--- config.mk ---
export PLATFORM = sky130hd
export DESIGN_NAME = cie_top
export DESIGN_NICKNAME = d
export VERILOG_FILES = /design/src/cie_pkg.sv /design/src/cie_top.sv
export SDC_FILE = /design/constraint.sdc
export NUM_CORES = 1
export LEC_CHECK = 0
export BUFFER_PORTS_ARGS = -buffer_cell sky130_fd_sc_hd__buf_2
export CAP_MARGIN = 20
export CELL_PAD_IN_SITES_DETAIL_PLACEMENT = 0
export CELL_PAD_IN_SITES_GLOBAL_PLACEMENT = 1
export CORE_UTILIZATION = 40
export CTS_CLUSTER_DIAMETER = 150
export DETAILED_ROUTE_END_ITERATION = 8
export MAX_ROUTING_LAYER = met4
export PLACE_DENSITY_LB_ADDON = 0.12
export SLEW_MARGIN = 20
export SYNTH_ARGS = -nofsm -noshare
export SYNTH_HDL_FRONTEND = slang
export SYNTH_SLANG_ARGS = --single-unit
--- constraint.sdc ---
create_clock -name clock -period 3.1 [get_ports clock]
set_clock_uncertainty 0.15 [all_clocks]
set_input_delay 0.62 -clock clock [delete_from_list [all_inputs] [get_ports clock]]
set_output_delay 0.62 -clock clock [all_outputs]
set_load 0.02 [all_outputs]
--- src/cie_pkg.sv ---
// constants for the codec event flags and system enable block
package cie_pkg;
    // register offsets
    localparam logic [7:0] OFF_FLAGS = 8'h00;
    localparam logic [7:0] OFF_MASK = 8'h01;
    localparam logic [7:0] OFF_SRC_EN = 8'h02;
    localparam logic [7:0] OFF_LEFT_DETECTION_CONTROL = 8'h0D;
    localparam logic [7:0] OFF_SUBSYS = 8'h32;
    localparam logic [7:0] OFF_ACTION = 8'h33;
    // flag bit positions
    localparam int BIT_GAIN = 6;
    localparam int BIT_THERMAL_WARNING = 5;
    localparam int BIT_MAIN_CLOCK_READY = 4;
    localparam int BIT_CLIP = 3;
    localparam int BIT_OC = 2;
    localparam int BIT_LEFT_MIC_LEVEL = 1;
    localparam int BIT_RIGHT_MIC_LEVEL = 0;
    // subsystem enable bit positions
    localparam int BIT_AUDIO = 5;
    localparam int BIT_LINE = 4;
    localparam int BIT_AMP = 3;
    // left detection control: enable position
    localparam int BIT_LDEN = 0;
    // writable masks
    localparam logic [7:0] FLAG_MASK = 8'h7F;
    localparam logic [7:0] SRC_EN_MASK = 8'h4B;
    localparam logic [7:0] SUBSYS_MASK = 8'h3B;
    // reset values
    localparam logic [7:0] RST_REG = 8'h00;
    // action codes
    localparam logic [7:0] ACT_STOP = 8'h00;
    localparam logic [7:0] ACT_START = 8'h01;
    localparam logic [7:0] ACT_SOFT_RESET = 8'hFF;
endpackage

--- src/cie_top.sv ---
// event flags, interrupt mask, event enables and subsystem enables
//
// The address-and-strobe port was decided locally.
`timescale 1ns/1ps
`default_nettype none
module cie_top (
    // clock and reset
    input wire logic clock,
    input wire logic rst,
    // register port
    input wire logic [7:0] reg_addr,
    input wire logic [7:0] reg_wdata,
    input wire logic reg_wr,
    input wire logic reg_rd,
    output logic [7:0] reg_rdata,
    // event inputs from analog and detector blocks (asynchronous levels/pulses)
    input wire logic gain_ramp_done,
    input wire logic thermal_warning,
    input wire logic main_clock_active,
    input wire logic output_clipping,
    input wire logic output_overcurrent,
    input wire logic left_mic_level,
    input wire logic right_mic_level,
    // outputs
    output logic irq_request_n,
    output logic main_clock_run,
    output logic audio_port_enable,
    output logic line_output_enable,
    output logic speaker_amp_enable,
    output logic left_mic_enable,
    output logic right_mic_enable
);
    typedef struct packed {
        logic [6:0] s1;
        logic [6:0] s2;
        logic [6:0] prev;
        logic [7:0] flags;
        logic [7:0] mask;
        logic [7:0] src_en;
        logic [7:0] left_detection_control;
        logic [7:0] subsys;
        logic run;
        logic irq_n;
        logic [7:0] rdata;
    } cie_state_t;

    cie_state_t st_q;
    cie_state_t st_d;
    logic [6:0] ev_in;
    logic [6:0] ev_rise;
    logic [7:0] ev_set;
    logic [7:0] wflags;
    logic [7:0] wsrc;
    logic amp_block;

    assign ev_in = {gain_ramp_done, thermal_warning, main_clock_active, output_clipping,
                    output_overcurrent, left_mic_level, right_mic_level};

    always_comb begin
        st_d = st_q;
        // two-stage synchroniser; only the second stage feeds the edge detector
        st_d.s1 = ev_in;
        st_d.s2 = st_q.s1;
        st_d.prev = st_q.s2;
        ev_rise = st_q.s2 & ~st_q.prev;
        ev_set = 8'h00;
        ev_set[cie_pkg::BIT_MAIN_CLOCK_READY] = ev_rise[cie_pkg::BIT_MAIN_CLOCK_READY];
        ev_set[cie_pkg::BIT_THERMAL_WARNING] = ev_rise[cie_pkg::BIT_THERMAL_WARNING];
        ev_set[cie_pkg::BIT_OC] = ev_rise[cie_pkg::BIT_OC];
        // enable-gated events
        ev_set[cie_pkg::BIT_GAIN] = ev_rise[cie_pkg::BIT_GAIN] & st_q.src_en[cie_pkg::BIT_GAIN];
        ev_set[cie_pkg::BIT_CLIP] = ev_rise[cie_pkg::BIT_CLIP]
                                    & st_q.src_en[cie_pkg::BIT_CLIP];
        ev_set[cie_pkg::BIT_LEFT_MIC_LEVEL] = ev_rise[cie_pkg::BIT_LEFT_MIC_LEVEL]
                                    & st_q.left_detection_control[cie_pkg::BIT_LDEN];
        ev_set[cie_pkg::BIT_RIGHT_MIC_LEVEL] = ev_rise[cie_pkg::BIT_RIGHT_MIC_LEVEL]
                                    & st_q.src_en[cie_pkg::BIT_RIGHT_MIC_LEVEL];
        // read clear first, new events win over it
        wflags = st_q.flags;
        if (reg_rd && reg_addr == cie_pkg::OFF_FLAGS) begin
            wflags = 8'h00;
        end
        st_d.flags = (wflags | ev_set) & cie_pkg::FLAG_MASK;
        st_d.rdata = 8'h00;
        if (reg_rd) begin
            case (reg_addr)
                cie_pkg::OFF_FLAGS: st_d.rdata = st_q.flags;
                cie_pkg::OFF_MASK: st_d.rdata = st_q.mask;
                cie_pkg::OFF_SRC_EN: begin
                    st_d.rdata = st_q.src_en;
                    st_d.rdata[cie_pkg::BIT_LEFT_MIC_LEVEL] = st_q.left_detection_control[cie_pkg::BIT_LDEN];
                end
                cie_pkg::OFF_LEFT_DETECTION_CONTROL: st_d.rdata = st_q.left_detection_control;
                cie_pkg::OFF_SUBSYS: st_d.rdata = st_q.subsys;
                default: st_d.rdata = 8'h00;
            endcase
        end
        amp_block = st_q.flags[cie_pkg::BIT_THERMAL_WARNING] | st_q.flags[cie_pkg::BIT_OC];
        wsrc = st_q.src_en;
        wsrc[cie_pkg::BIT_LEFT_MIC_LEVEL] = st_q.left_detection_control[cie_pkg::BIT_LDEN];
        if (reg_wr) begin
            case (reg_addr)
                cie_pkg::OFF_MASK: st_d.mask = reg_wdata & cie_pkg::FLAG_MASK;
                cie_pkg::OFF_SRC_EN: begin
                    // a set is refused while the matching flag is still pending
                    wsrc = reg_wdata & cie_pkg::SRC_EN_MASK;
                    wsrc = wsrc & ~(st_q.flags & cie_pkg::SRC_EN_MASK & ~st_q.src_en
                                    & ~{6'h00, st_q.left_detection_control[cie_pkg::BIT_LDEN], 1'b0});
                end
                cie_pkg::OFF_LEFT_DETECTION_CONTROL: begin
                    wsrc[cie_pkg::BIT_LEFT_MIC_LEVEL] = reg_wdata[cie_pkg::BIT_LDEN]
                        & ~(st_q.flags[cie_pkg::BIT_LEFT_MIC_LEVEL] & ~wsrc[cie_pkg::BIT_LEFT_MIC_LEVEL]);
                    st_d.left_detection_control = reg_wdata;
                end
                cie_pkg::OFF_SUBSYS: begin
                    st_d.subsys = reg_wdata & cie_pkg::SUBSYS_MASK;
                    if (amp_block && !st_q.subsys[cie_pkg::BIT_AMP]) begin
                        st_d.subsys[cie_pkg::BIT_AMP] = 1'b0;
                    end
                end
                cie_pkg::OFF_ACTION: begin
                    if (reg_wdata == cie_pkg::ACT_START) begin
                        st_d.run = 1'b1;
                    end else if (reg_wdata == cie_pkg::ACT_STOP) begin
                        st_d.run = 1'b0;
                    end
                end
                default: st_d.run = st_d.run;
            endcase
        end
        // events self-clear their source enables
        wsrc = wsrc & ~(ev_set & cie_pkg::SRC_EN_MASK);
        st_d.src_en = wsrc & cie_pkg::SRC_EN_MASK;
        st_d.left_detection_control[cie_pkg::BIT_LDEN] = wsrc[cie_pkg::BIT_LEFT_MIC_LEVEL];
        if (ev_set[cie_pkg::BIT_THERMAL_WARNING] || ev_set[cie_pkg::BIT_OC]) begin
            st_d.subsys[cie_pkg::BIT_AMP] = 1'b0;
        end
        st_d.irq_n = ~|(st_d.flags & st_d.mask);
        if (reg_wr && reg_addr == cie_pkg::OFF_ACTION && reg_wdata == cie_pkg::ACT_SOFT_RESET) begin
            // soft reset returns registers only; synchronisers keep tracking
            st_d.flags = cie_pkg::RST_REG;
            st_d.mask = cie_pkg::RST_REG;
            st_d.src_en = cie_pkg::RST_REG;
            st_d.left_detection_control = cie_pkg::RST_REG;
            st_d.subsys = cie_pkg::RST_REG;
            st_d.run = 1'b0;
            st_d.irq_n = 1'b1;
        end
    end

    always_ff @(posedge clock or posedge rst) begin
        if (rst) begin
            st_q <= '0;
            st_q.irq_n <= 1'b1;
        end else begin
            st_q <= st_d;
        end
    end

    assign reg_rdata = st_q.rdata;
    assign irq_request_n = st_q.irq_n;
    assign main_clock_run = st_q.run;
    assign audio_port_enable = st_q.subsys[cie_pkg::BIT_AUDIO];
    assign line_output_enable = st_q.subsys[cie_pkg::BIT_LINE];
    assign speaker_amp_enable = st_q.subsys[cie_pkg::BIT_AMP];
    assign left_mic_enable = st_q.subsys[cie_pkg::BIT_LEFT_MIC_LEVEL];
    assign right_mic_enable = st_q.subsys[cie_pkg::BIT_RIGHT_MIC_LEVEL];

    a_irq_follows: assert property (@(posedge clock) disable iff (rst)
        (|(st_q.flags & st_q.mask)) |-> !irq_request_n)
        else $error("irq not asserted for pending flag");
    a_irq_release: assert property (@(posedge clock) disable iff (rst)
        !(|(st_q.flags & st_q.mask)) |-> irq_request_n)
        else $error("irq asserted with nothing pending");
    a_read_clears: assert property (@(posedge clock) disable iff (rst)
        (reg_rd && reg_addr == cie_pkg::OFF_FLAGS)
        |=> ((st_q.flags & ~$past(ev_set)) == 8'h00))
        else $error("flags not cleared by read");
    a_bit7_zero: assert property (@(posedge clock) disable iff (rst)
        !st_q.flags[7] && !st_q.mask[7])
        else $error("bit seven set");
    a_amp_off: assert property (@(posedge clock) disable iff (rst)
        (ev_set[cie_pkg::BIT_THERMAL_WARNING] || ev_set[cie_pkg::BIT_OC]) |=> !speaker_amp_enable)
        else $error("amp not shut off");
    a_amp_refuse: assert property (@(posedge clock) disable iff (rst)
        (!speaker_amp_enable && amp_block) |=> !speaker_amp_enable)
        else $error("amp enabled while fault pending");
    a_gain_selfclr: assert property (@(posedge clock) disable iff (rst)
        ev_set[cie_pkg::BIT_GAIN] |=> !st_q.src_en[cie_pkg::BIT_GAIN])
        else $error("gain enable not self cleared");
    a_clip_gate: assert property (@(posedge clock) disable iff (rst)
        (ev_rise[cie_pkg::BIT_CLIP] && !st_q.src_en[cie_pkg::BIT_CLIP]
         && !st_q.flags[cie_pkg::BIT_CLIP] && !(reg_wr && reg_addr == cie_pkg::OFF_ACTION))
        |=> !st_q.flags[cie_pkg::BIT_CLIP])
        else $error("clip flag set while disabled");
    a_event_wins: assert property (@(posedge clock) disable iff (rst)
        (ev_set[cie_pkg::BIT_MAIN_CLOCK_READY] && !(reg_wr && reg_addr == cie_pkg::OFF_ACTION))
        |=> st_q.flags[cie_pkg::BIT_MAIN_CLOCK_READY])
        else $error("event lost");
    a_cmd_readzero: assert property (@(posedge clock) disable iff (rst)
        (reg_rd && reg_addr == cie_pkg::OFF_ACTION) |=> reg_rdata == 8'h00)
        else $error("action register not zero");
    c_irq: cover property (@(posedge clock) disable iff (rst) $fell(irq_request_n));
    c_amp_trip: cover property (@(posedge clock) disable iff (rst) $fell(speaker_amp_enable));
    c_read_clear: cover property (@(posedge clock) disable iff (rst)
        (reg_rd && reg_addr == cie_pkg::OFF_FLAGS && st_q.flags != 8'h00));
    c_src_selfclr: cover property (@(posedge clock) disable iff (rst)
        ev_set[cie_pkg::BIT_CLIP]);
    c_src_refused: cover property (@(posedge clock) disable iff (rst)
        (reg_wr && reg_addr == cie_pkg::OFF_SRC_EN && (st_q.flags & cie_pkg::SRC_EN_MASK) != 8'h00));

    // helper terms for the checks below
    logic flag_rd;
    logic soft_hit;
    assign flag_rd = reg_rd && reg_addr == cie_pkg::OFF_FLAGS;
    assign soft_hit = reg_wr && reg_addr == cie_pkg::OFF_ACTION && reg_wdata == cie_pkg::ACT_SOFT_RESET;

    // ungated events reach their flags unless a soft reset lands in the same cycle
    a_main_clock_ready_set: assert property (@(posedge clock) disable iff (rst)
        (ev_rise[cie_pkg::BIT_MAIN_CLOCK_READY] && !soft_hit)
        |=> st_q.flags[cie_pkg::BIT_MAIN_CLOCK_READY])
        else $error("clock ready flag missed");
    a_thermal_warning_set: assert property (@(posedge clock) disable iff (rst)
        (ev_rise[cie_pkg::BIT_THERMAL_WARNING] && !soft_hit)
        |=> st_q.flags[cie_pkg::BIT_THERMAL_WARNING])
        else $error("thermal flag missed");
    a_thermal_warning_amp: assert property (@(posedge clock) disable iff (rst)
        ev_rise[cie_pkg::BIT_THERMAL_WARNING]
        |=> !speaker_amp_enable)
        else $error("amp left on after thermal event");
    a_oc_set: assert property (@(posedge clock) disable iff (rst)
        (ev_rise[cie_pkg::BIT_OC] && !soft_hit)
        |=> st_q.flags[cie_pkg::BIT_OC])
        else $error("overcurrent flag missed");
    a_oc_amp: assert property (@(posedge clock) disable iff (rst)
        ev_rise[cie_pkg::BIT_OC]
        |=> !speaker_amp_enable)
        else $error("amp left on after overcurrent");

    // gated events and their enables
    a_left_mic_level_set: assert property (@(posedge clock) disable iff (rst)
        (ev_rise[cie_pkg::BIT_LEFT_MIC_LEVEL] && st_q.left_detection_control[cie_pkg::BIT_LDEN] && !soft_hit)
        |=> st_q.flags[cie_pkg::BIT_LEFT_MIC_LEVEL])
        else $error("left mic flag missed");
    a_right_mic_level_set: assert property (@(posedge clock) disable iff (rst)
        (ev_rise[cie_pkg::BIT_RIGHT_MIC_LEVEL] && st_q.src_en[cie_pkg::BIT_RIGHT_MIC_LEVEL] && !soft_hit)
        |=> st_q.flags[cie_pkg::BIT_RIGHT_MIC_LEVEL])
        else $error("right mic flag missed");
    a_right_mic_level_gate: assert property (@(posedge clock) disable iff (rst)
        (ev_rise[cie_pkg::BIT_RIGHT_MIC_LEVEL] && !st_q.src_en[cie_pkg::BIT_RIGHT_MIC_LEVEL] && !st_q.flags[0])
        |=> !st_q.flags[cie_pkg::BIT_RIGHT_MIC_LEVEL])
        else $error("right mic flag set while disabled");
    a_left_mic_level_gate: assert property (@(posedge clock) disable iff (rst)
        (ev_rise[cie_pkg::BIT_LEFT_MIC_LEVEL] && !st_q.left_detection_control[cie_pkg::BIT_LDEN] && !st_q.flags[1])
        |=> !st_q.flags[cie_pkg::BIT_LEFT_MIC_LEVEL])
        else $error("left mic flag set while disabled");
    a_gain_gate: assert property (@(posedge clock) disable iff (rst)
        (ev_rise[cie_pkg::BIT_GAIN] && !st_q.src_en[cie_pkg::BIT_GAIN] && !st_q.flags[6])
        |=> !st_q.flags[cie_pkg::BIT_GAIN])
        else $error("gain flag set while disabled");

    // read and clear behaviour
    a_flags_hold: assert property (@(posedge clock) disable iff (rst)
        (!flag_rd && !soft_hit)
        |=> (($past(st_q.flags) & ~st_q.flags) == 8'h00))
        else $error("flag dropped without a read");
    a_flags_read: assert property (@(posedge clock) disable iff (rst)
        flag_rd
        |=> reg_rdata == $past(st_q.flags))
        else $error("flag read returned wrong value");
    a_rdata_idle: assert property (@(posedge clock) disable iff (rst)
        !reg_rd
        |=> reg_rdata == 8'h00)
        else $error("read data not idle");

    // self clearing of enables
    a_clip_selfclr: assert property (@(posedge clock) disable iff (rst)
        ev_set[cie_pkg::BIT_CLIP]
        |=> !st_q.src_en[cie_pkg::BIT_CLIP])
        else $error("clip enable not self cleared");
    a_left_mic_level_selfclr: assert property (@(posedge clock) disable iff (rst)
        ev_set[cie_pkg::BIT_LEFT_MIC_LEVEL]
        |=> !st_q.left_detection_control[cie_pkg::BIT_LDEN])
        else $error("left mic enable not self cleared");
    a_right_mic_level_selfclr: assert property (@(posedge clock) disable iff (rst)
        ev_set[cie_pkg::BIT_RIGHT_MIC_LEVEL]
        |=> !st_q.src_en[cie_pkg::BIT_RIGHT_MIC_LEVEL])
        else $error("right mic enable not self cleared");

    // refused re-enables while the flag is pending
    a_gain_refuse: assert property (@(posedge clock) disable iff (rst)
        (reg_wr && reg_addr == cie_pkg::OFF_SRC_EN && st_q.flags[6] && !st_q.src_en[6])
        |=> !st_q.src_en[cie_pkg::BIT_GAIN])
        else $error("gain enable set while flag pending");
    a_clip_refuse: assert property (@(posedge clock) disable iff (rst)
        (reg_wr && reg_addr == cie_pkg::OFF_SRC_EN && st_q.flags[3] && !st_q.src_en[3])
        |=> !st_q.src_en[cie_pkg::BIT_CLIP])
        else $error("clip enable set while flag pending");
    a_right_mic_level_refuse: assert property (@(posedge clock) disable iff (rst)
        (reg_wr && reg_addr == cie_pkg::OFF_SRC_EN && st_q.flags[0] && !st_q.src_en[0])
        |=> !st_q.src_en[cie_pkg::BIT_RIGHT_MIC_LEVEL])
        else $error("right mic enable set while flag pending");
    a_left_mic_level_refuse: assert property (@(posedge clock) disable iff (rst)
        (reg_wr && reg_addr == cie_pkg::OFF_SRC_EN && st_q.flags[1] && !st_q.left_detection_control[0])
        |=> !st_q.left_detection_control[cie_pkg::BIT_LDEN])
        else $error("left mic enable set while flag pending");
    a_left_mic_level_ldref: assert property (@(posedge clock) disable iff (rst)
        (reg_wr && reg_addr == cie_pkg::OFF_LEFT_DETECTION_CONTROL && st_q.flags[1] && !st_q.left_detection_control[0])
        |=> !st_q.left_detection_control[cie_pkg::BIT_LDEN])
        else $error("detector enable set while flag pending");

    // register layout and shared storage
    a_left_mic_level_same: assert property (@(posedge clock) disable iff (rst)
        st_q.src_en[cie_pkg::BIT_LEFT_MIC_LEVEL] == st_q.left_detection_control[cie_pkg::BIT_LDEN])
        else $error("left mic enable copies differ");
    a_src_layout: assert property (@(posedge clock) disable iff (rst)
        (st_q.src_en & ~cie_pkg::SRC_EN_MASK) == 8'h00)
        else $error("event enable spare bit set");
    a_sub_layout: assert property (@(posedge clock) disable iff (rst)
        (st_q.subsys & ~cie_pkg::SUBSYS_MASK) == 8'h00)
        else $error("subsystem spare bit set");
    a_mask_layout: assert property (@(posedge clock) disable iff (rst)
        (st_q.mask & ~cie_pkg::FLAG_MASK) == 8'h00)
        else $error("mask spare bit set");
    a_sub_pins: assert property (@(posedge clock) disable iff (rst)
        audio_port_enable == st_q.subsys[cie_pkg::BIT_AUDIO]
        && line_output_enable == st_q.subsys[cie_pkg::BIT_LINE]
        && left_mic_enable == st_q.subsys[cie_pkg::BIT_LEFT_MIC_LEVEL]
        && right_mic_enable == st_q.subsys[cie_pkg::BIT_RIGHT_MIC_LEVEL])
        else $error("subsystem pins differ from register");
    a_mask_write: assert property (@(posedge clock) disable iff (rst)
        (reg_wr && reg_addr == cie_pkg::OFF_MASK)
        |=> st_q.mask == ($past(reg_wdata) & cie_pkg::FLAG_MASK))
        else $error("mask write lost");
    a_irq_masked: assert property (@(posedge clock) disable iff (rst)
        ((st_q.flags & ~st_q.mask) != 8'h00 && (st_q.flags & st_q.mask) == 8'h00)
        |-> irq_request_n)
        else $error("masked flag drove irq");

    // action codes
    a_start_run: assert property (@(posedge clock) disable iff (rst)
        (reg_wr && reg_addr == cie_pkg::OFF_ACTION && reg_wdata == cie_pkg::ACT_START)
        |=> main_clock_run)
        else $error("start code ignored");
    a_stop_run: assert property (@(posedge clock) disable iff (rst)
        (reg_wr && reg_addr == cie_pkg::OFF_ACTION && reg_wdata == cie_pkg::ACT_STOP)
        |=> !main_clock_run)
        else $error("stop code ignored");
    a_soft_clear: assert property (@(posedge clock) disable iff (rst)
        soft_hit
        |=> (st_q.flags | st_q.mask | st_q.src_en | st_q.subsys) == 8'h00 && !main_clock_run)
        else $error("soft reset incomplete");
    a_action_keep: assert property (@(posedge clock) disable iff (rst)
        (reg_wr && reg_addr == cie_pkg::OFF_ACTION && reg_wdata != cie_pkg::ACT_START
         && reg_wdata != cie_pkg::ACT_STOP && reg_wdata != cie_pkg::ACT_SOFT_RESET)
        |=> main_clock_run == $past(main_clock_run))
        else $error("reserved code changed run state");
endmodule
`default_nettype wire

# After elaboration in Yosys (flattened, before gate mapping)
# Index checks and enable logic that the tools add are counted.
# Widths: inputs -> output; s select.
[word_totals] ff_bits=70 latch_bits=0 ramBits=0 romBits=0 inputBits=27 out_inout_bits=15 word_cells=80 memories=0
[classes] addsub=0 multipliers=0 div=0 order_cmp=0 eq_ne=7 n_shift=0 muxes=18 n_bitwise=21 reduce_logical=21
[op_table] cell="$mux 41" count=1
[op_table] cell="$mux 8" count=5
[op_table] cell="$pmux 8 s5" count=1
[op_table] cell="$and 7x7->7" count=5
[op_table] cell="$not 7->7" count=4
[op_table] cell="$mux 17" count=1
[op_table] cell="$eq 8x1->1 const B" count=2
[op_table] cell="$eq 8x6->1 const B" count=2
[op_table] cell="$logic_not 8->1" count=2
[op_table] cell="$mux 7" count=2
[op_table] cell="$reduce_bool 3->1" count=3
[op_table] cell="$and 7x8->8" count=1
[op_table] cell="$eq 8x2->1 const B" count=1
[op_table] cell="$eq 8x4->1 const B" count=1
[op_table] cell="$eq 8x8->1 const B" count=1
[op_table] cell="$reduce_bool 2->1" count=4
[op_table] cell="$reduce_or 8->1" count=1
[op_table] cell="$not 2->7" count=1
[op_table] cell="$or 7x7->7" count=1
[op_table] cell="$and 1x1->1" count=6
[op_table] cell="$mux 1" count=6
[op_table] cell="$reduce_and 2->1" count=3
[op_table] cell="$mux 5" count=1
[op_table] cell="$logic_and 1x1->1" count=4
[op_table] cell="6 further kinds" count=8

# Longest topological paths before layout
[logic_depth] depth_word=9 ltp_mapped=7 ltp_nobuf=5

# Worst setup path before layout
# OpenSTA, ideal clock, no wires.
[synth_path] kind="input port to flip-flop" start="input reg_addr[4]" end="register st_q (netlist bit irq_request_n)" setup_time_ns=0.105 arrival_time_ns=1.988 required_ns=2.845 path_slack_ns=0.856 path_stages=6 path_buffers=1 cell_sequence="nor4_4 -> and4_1 -> buf_2 -> mux2i_1 -> o22ai_1 -> o41ai_1"
[synth_rtl] element="from (decl)" line="cie_top.sv:11" rtl="input wire logic [7:0] reg_addr,"
[synth_rtl] element="to (signal assigned)" line="cie_top.sv:156" rtl="st_q <= st_d;"
[synth_rtl] element="to (decl)" line="cie_top.sv:47" rtl="cie_state_t st_q;"

==> metrics.csv <==
metric,value,unit
power.internal,1.22,mW
ys_seq_area_share,60.6,%
ys_types,39,
worstMarginPinSlew,977,ps
rsz0062_at_grt,false,
p_sw,0.396,mW
synth_compound_area_share,17.2,%
synthSimpleGateAreaFrac,14.4,%
tns,0,ps
post_cts_resized,0,
p_per_area,550,mW/mm^2
seq_power_share,54.6,%
post-place-ws,375,ps
cp_top_family,simple AND/OR/NAND/NOR gates,
max_freq,431,MHz
fin_nets,285,
peakVddDrop,334,uV
r2r_slack,1700,ps
cp_cell_sequence,buf_2 -> nor4_4 -> and4_1 -> mux2i_1 -> o22ai_1 -> o41ai_1,
grt_usage,20.7,%
final_common_cell,dfrtp_1,
hold_viol,0,
clock_path_buffers,2,
ys.flop_type,dfrtp_1,
numCtsBuffers,9,
crit_type,in2reg,
final_max_slew_viol_count,0,
synth_nets,243,
min_path_type,reg2reg,
drt_iter0_drc,136,
vias_per_cell,5.50,
grt_pass1_wl,9270,um
p_leak,1.32,nW
grt_start_max_net_pins,62,
io_pins,42,
clock_latency,330,ps
relSlewSlack,34.3,%
p_clk_share,37.6,%
tritoncts,built,
ctsHoldBuffers,0,
setup_violations,0,
crit_arrival,2410,ps
max-cap-violations,0,
dr.pass1.iters,4,
cp_max_fo,7,
synthToLayoutAreaGrowth,16.4,%
synthArstFlopShare,100,%
vias,1849,
pwr-share-comb,7.8,%
initial_core_util,42.1,%
outcome,finished clean,
n_antenna_cell,0,
netlist_instances,216,
drtAntennaViolNets,0,
post-route-min-period,2320,ps
drc_errors,0,
crit_buf_inv,1,
hpwl,3910,um
core,0.00599,mm^2
htreeDepth,3,
synthXorXnorAreaFrac,0,%
die_h,81.4,um
synth.area.mux_share,2.78,%
die_w,81.4,um
clock-sinks,61,
critPathSlowestCell,and4_1,
required,3190,ps
gp_congestion,0.824,
p_sw_share,24.5,%
synth.yosys.warnings,0,
io_buffer_count,41,
slowest_delay,530,ps
layout_common_cells,"60 x dfrtp_1, 41 x buf_2, 30 x nor2_1",
regArea,0.00153,mm^2
clkTransAtPathRegs,60,ps
fillers,555,
synth_top_family_by_area,compound AO/OA/AOI/OAI gates,
rows,28,
syn_area,0.00252,mm^2
post-cts-setup-buffers,0,
drive_above_1_share,27.2,%
setup_ws,778,ps
cp-start-kind,primary input,
wl,5630,um
finalCritPeriodShare,74.9,%
grt_pass1_vias,1738,
root_buffer,clkbuf_8,
synth_seq_cells,61,
wire_per_inst,16.8,um
synth-edff-count,0,
synth_fa_ha_area_share,0,%
worstSetupEndpointType,register,
overflow,0,
antenna_found_initial,0,
dieArea,0.00662,mm^2
syn_avg_cell_area,11.7,um^2
multi_input_area,867,um^2
power groups by stage:
stage	clock (mW)	combinational, mW	sequential [mW]
floorplan	0	0.0694	0.890
global placement	0	0.128	0.895
detailed placement	0	0.128	0.895
CTS	0.628	0.128	0.881
global route	0.663	0.141	0.888
finish	0.607	0.126	0.880
through the flow:
stage / util (%) / total power, mW / instances / hold slack [ps] / cell area (um^2)
after floorplan: - / 0.960 / 216 / 181 / 2520
after global placement: 46.2 / 1.02 / 322 / 182 / 2770
after detailed placement: 46.2 / 1.02 / 322 / 186 / 2770
after CTS: 49.0 / 1.64 / 336 / 197 / 2930
after global routing: 49.0 / 1.69 / 336 / 197 / 2930
final: 49.0 / 1.61 / 336 / 190 / 2930
per-layer routing:
metal / up-vias / GRT usage [%] / part of all wire, %
met5: - / - / 0
met4: 0 / 8.57 / 1.2
met3: 6 / 6.40 / 5.3
met2: 59 / 28.6 / 46
met1: 901 / 28.0 / 48
li1: 883 / - / -
area by class of cell:
type / instances / area share [%]
Clock buffer: 12 / 5.29
Clock inverter: 2 / 0.341
Multi-Input combinational cell: 132 / 29.6
Sequential cell: 61 / 52.1
Tap cell: 75 / 3.20
Timing Repair Buffer: 48 / 8.78
Inverter: 6 / 0.768
cell usage after synthesis, types with 4 or more instances:
master    instances  share of area, %
o21ai_0           5              0.99
mux2i_1           7               2.8
dfrtp_1          60                60
clkbuf_1          5              0.74
buf_4            10               3.0
a21oi_1          10               2.0
a22oi_1          12               3.6
a32o_1           11               4.4
nor2b_1           4              0.99
nor2_1           30               4.5
nand4_1           5               1.2
inv_1             6              0.89
nand2_1          10               1.5
registers in the layout (all words and copies together), names as in the netlist:
register	flops
left_mic_enable	1
main_clock_run	1
line_output_enable	1
st_q	32
speaker_amp_enable	1
right_mic_enable	1
irq_request_n	1
audio_port_enable	1
reg_rdata	8
st_d	14
path summary, 6_finish.rpt:
kind | from | end | depth (start not counted)
max | reg_addr[4] | irq_request_n | 6
min | st_d[61] | st_d[54] | 0
max reg2reg | st_q[27] | irq_request_n | 5
min reg2reg | st_d[61] | st_d[54] | 0
max in group asynchronous | rst | st_d[59] | 3
min in group asynchronous | rst | st_d[54] | 3
logic make-up after synthesis:
group,Yosys count
mux,7
buf+inv,23
flops,61
simple gates,68
compound gates,57
(Power assumes the default switching activity.)
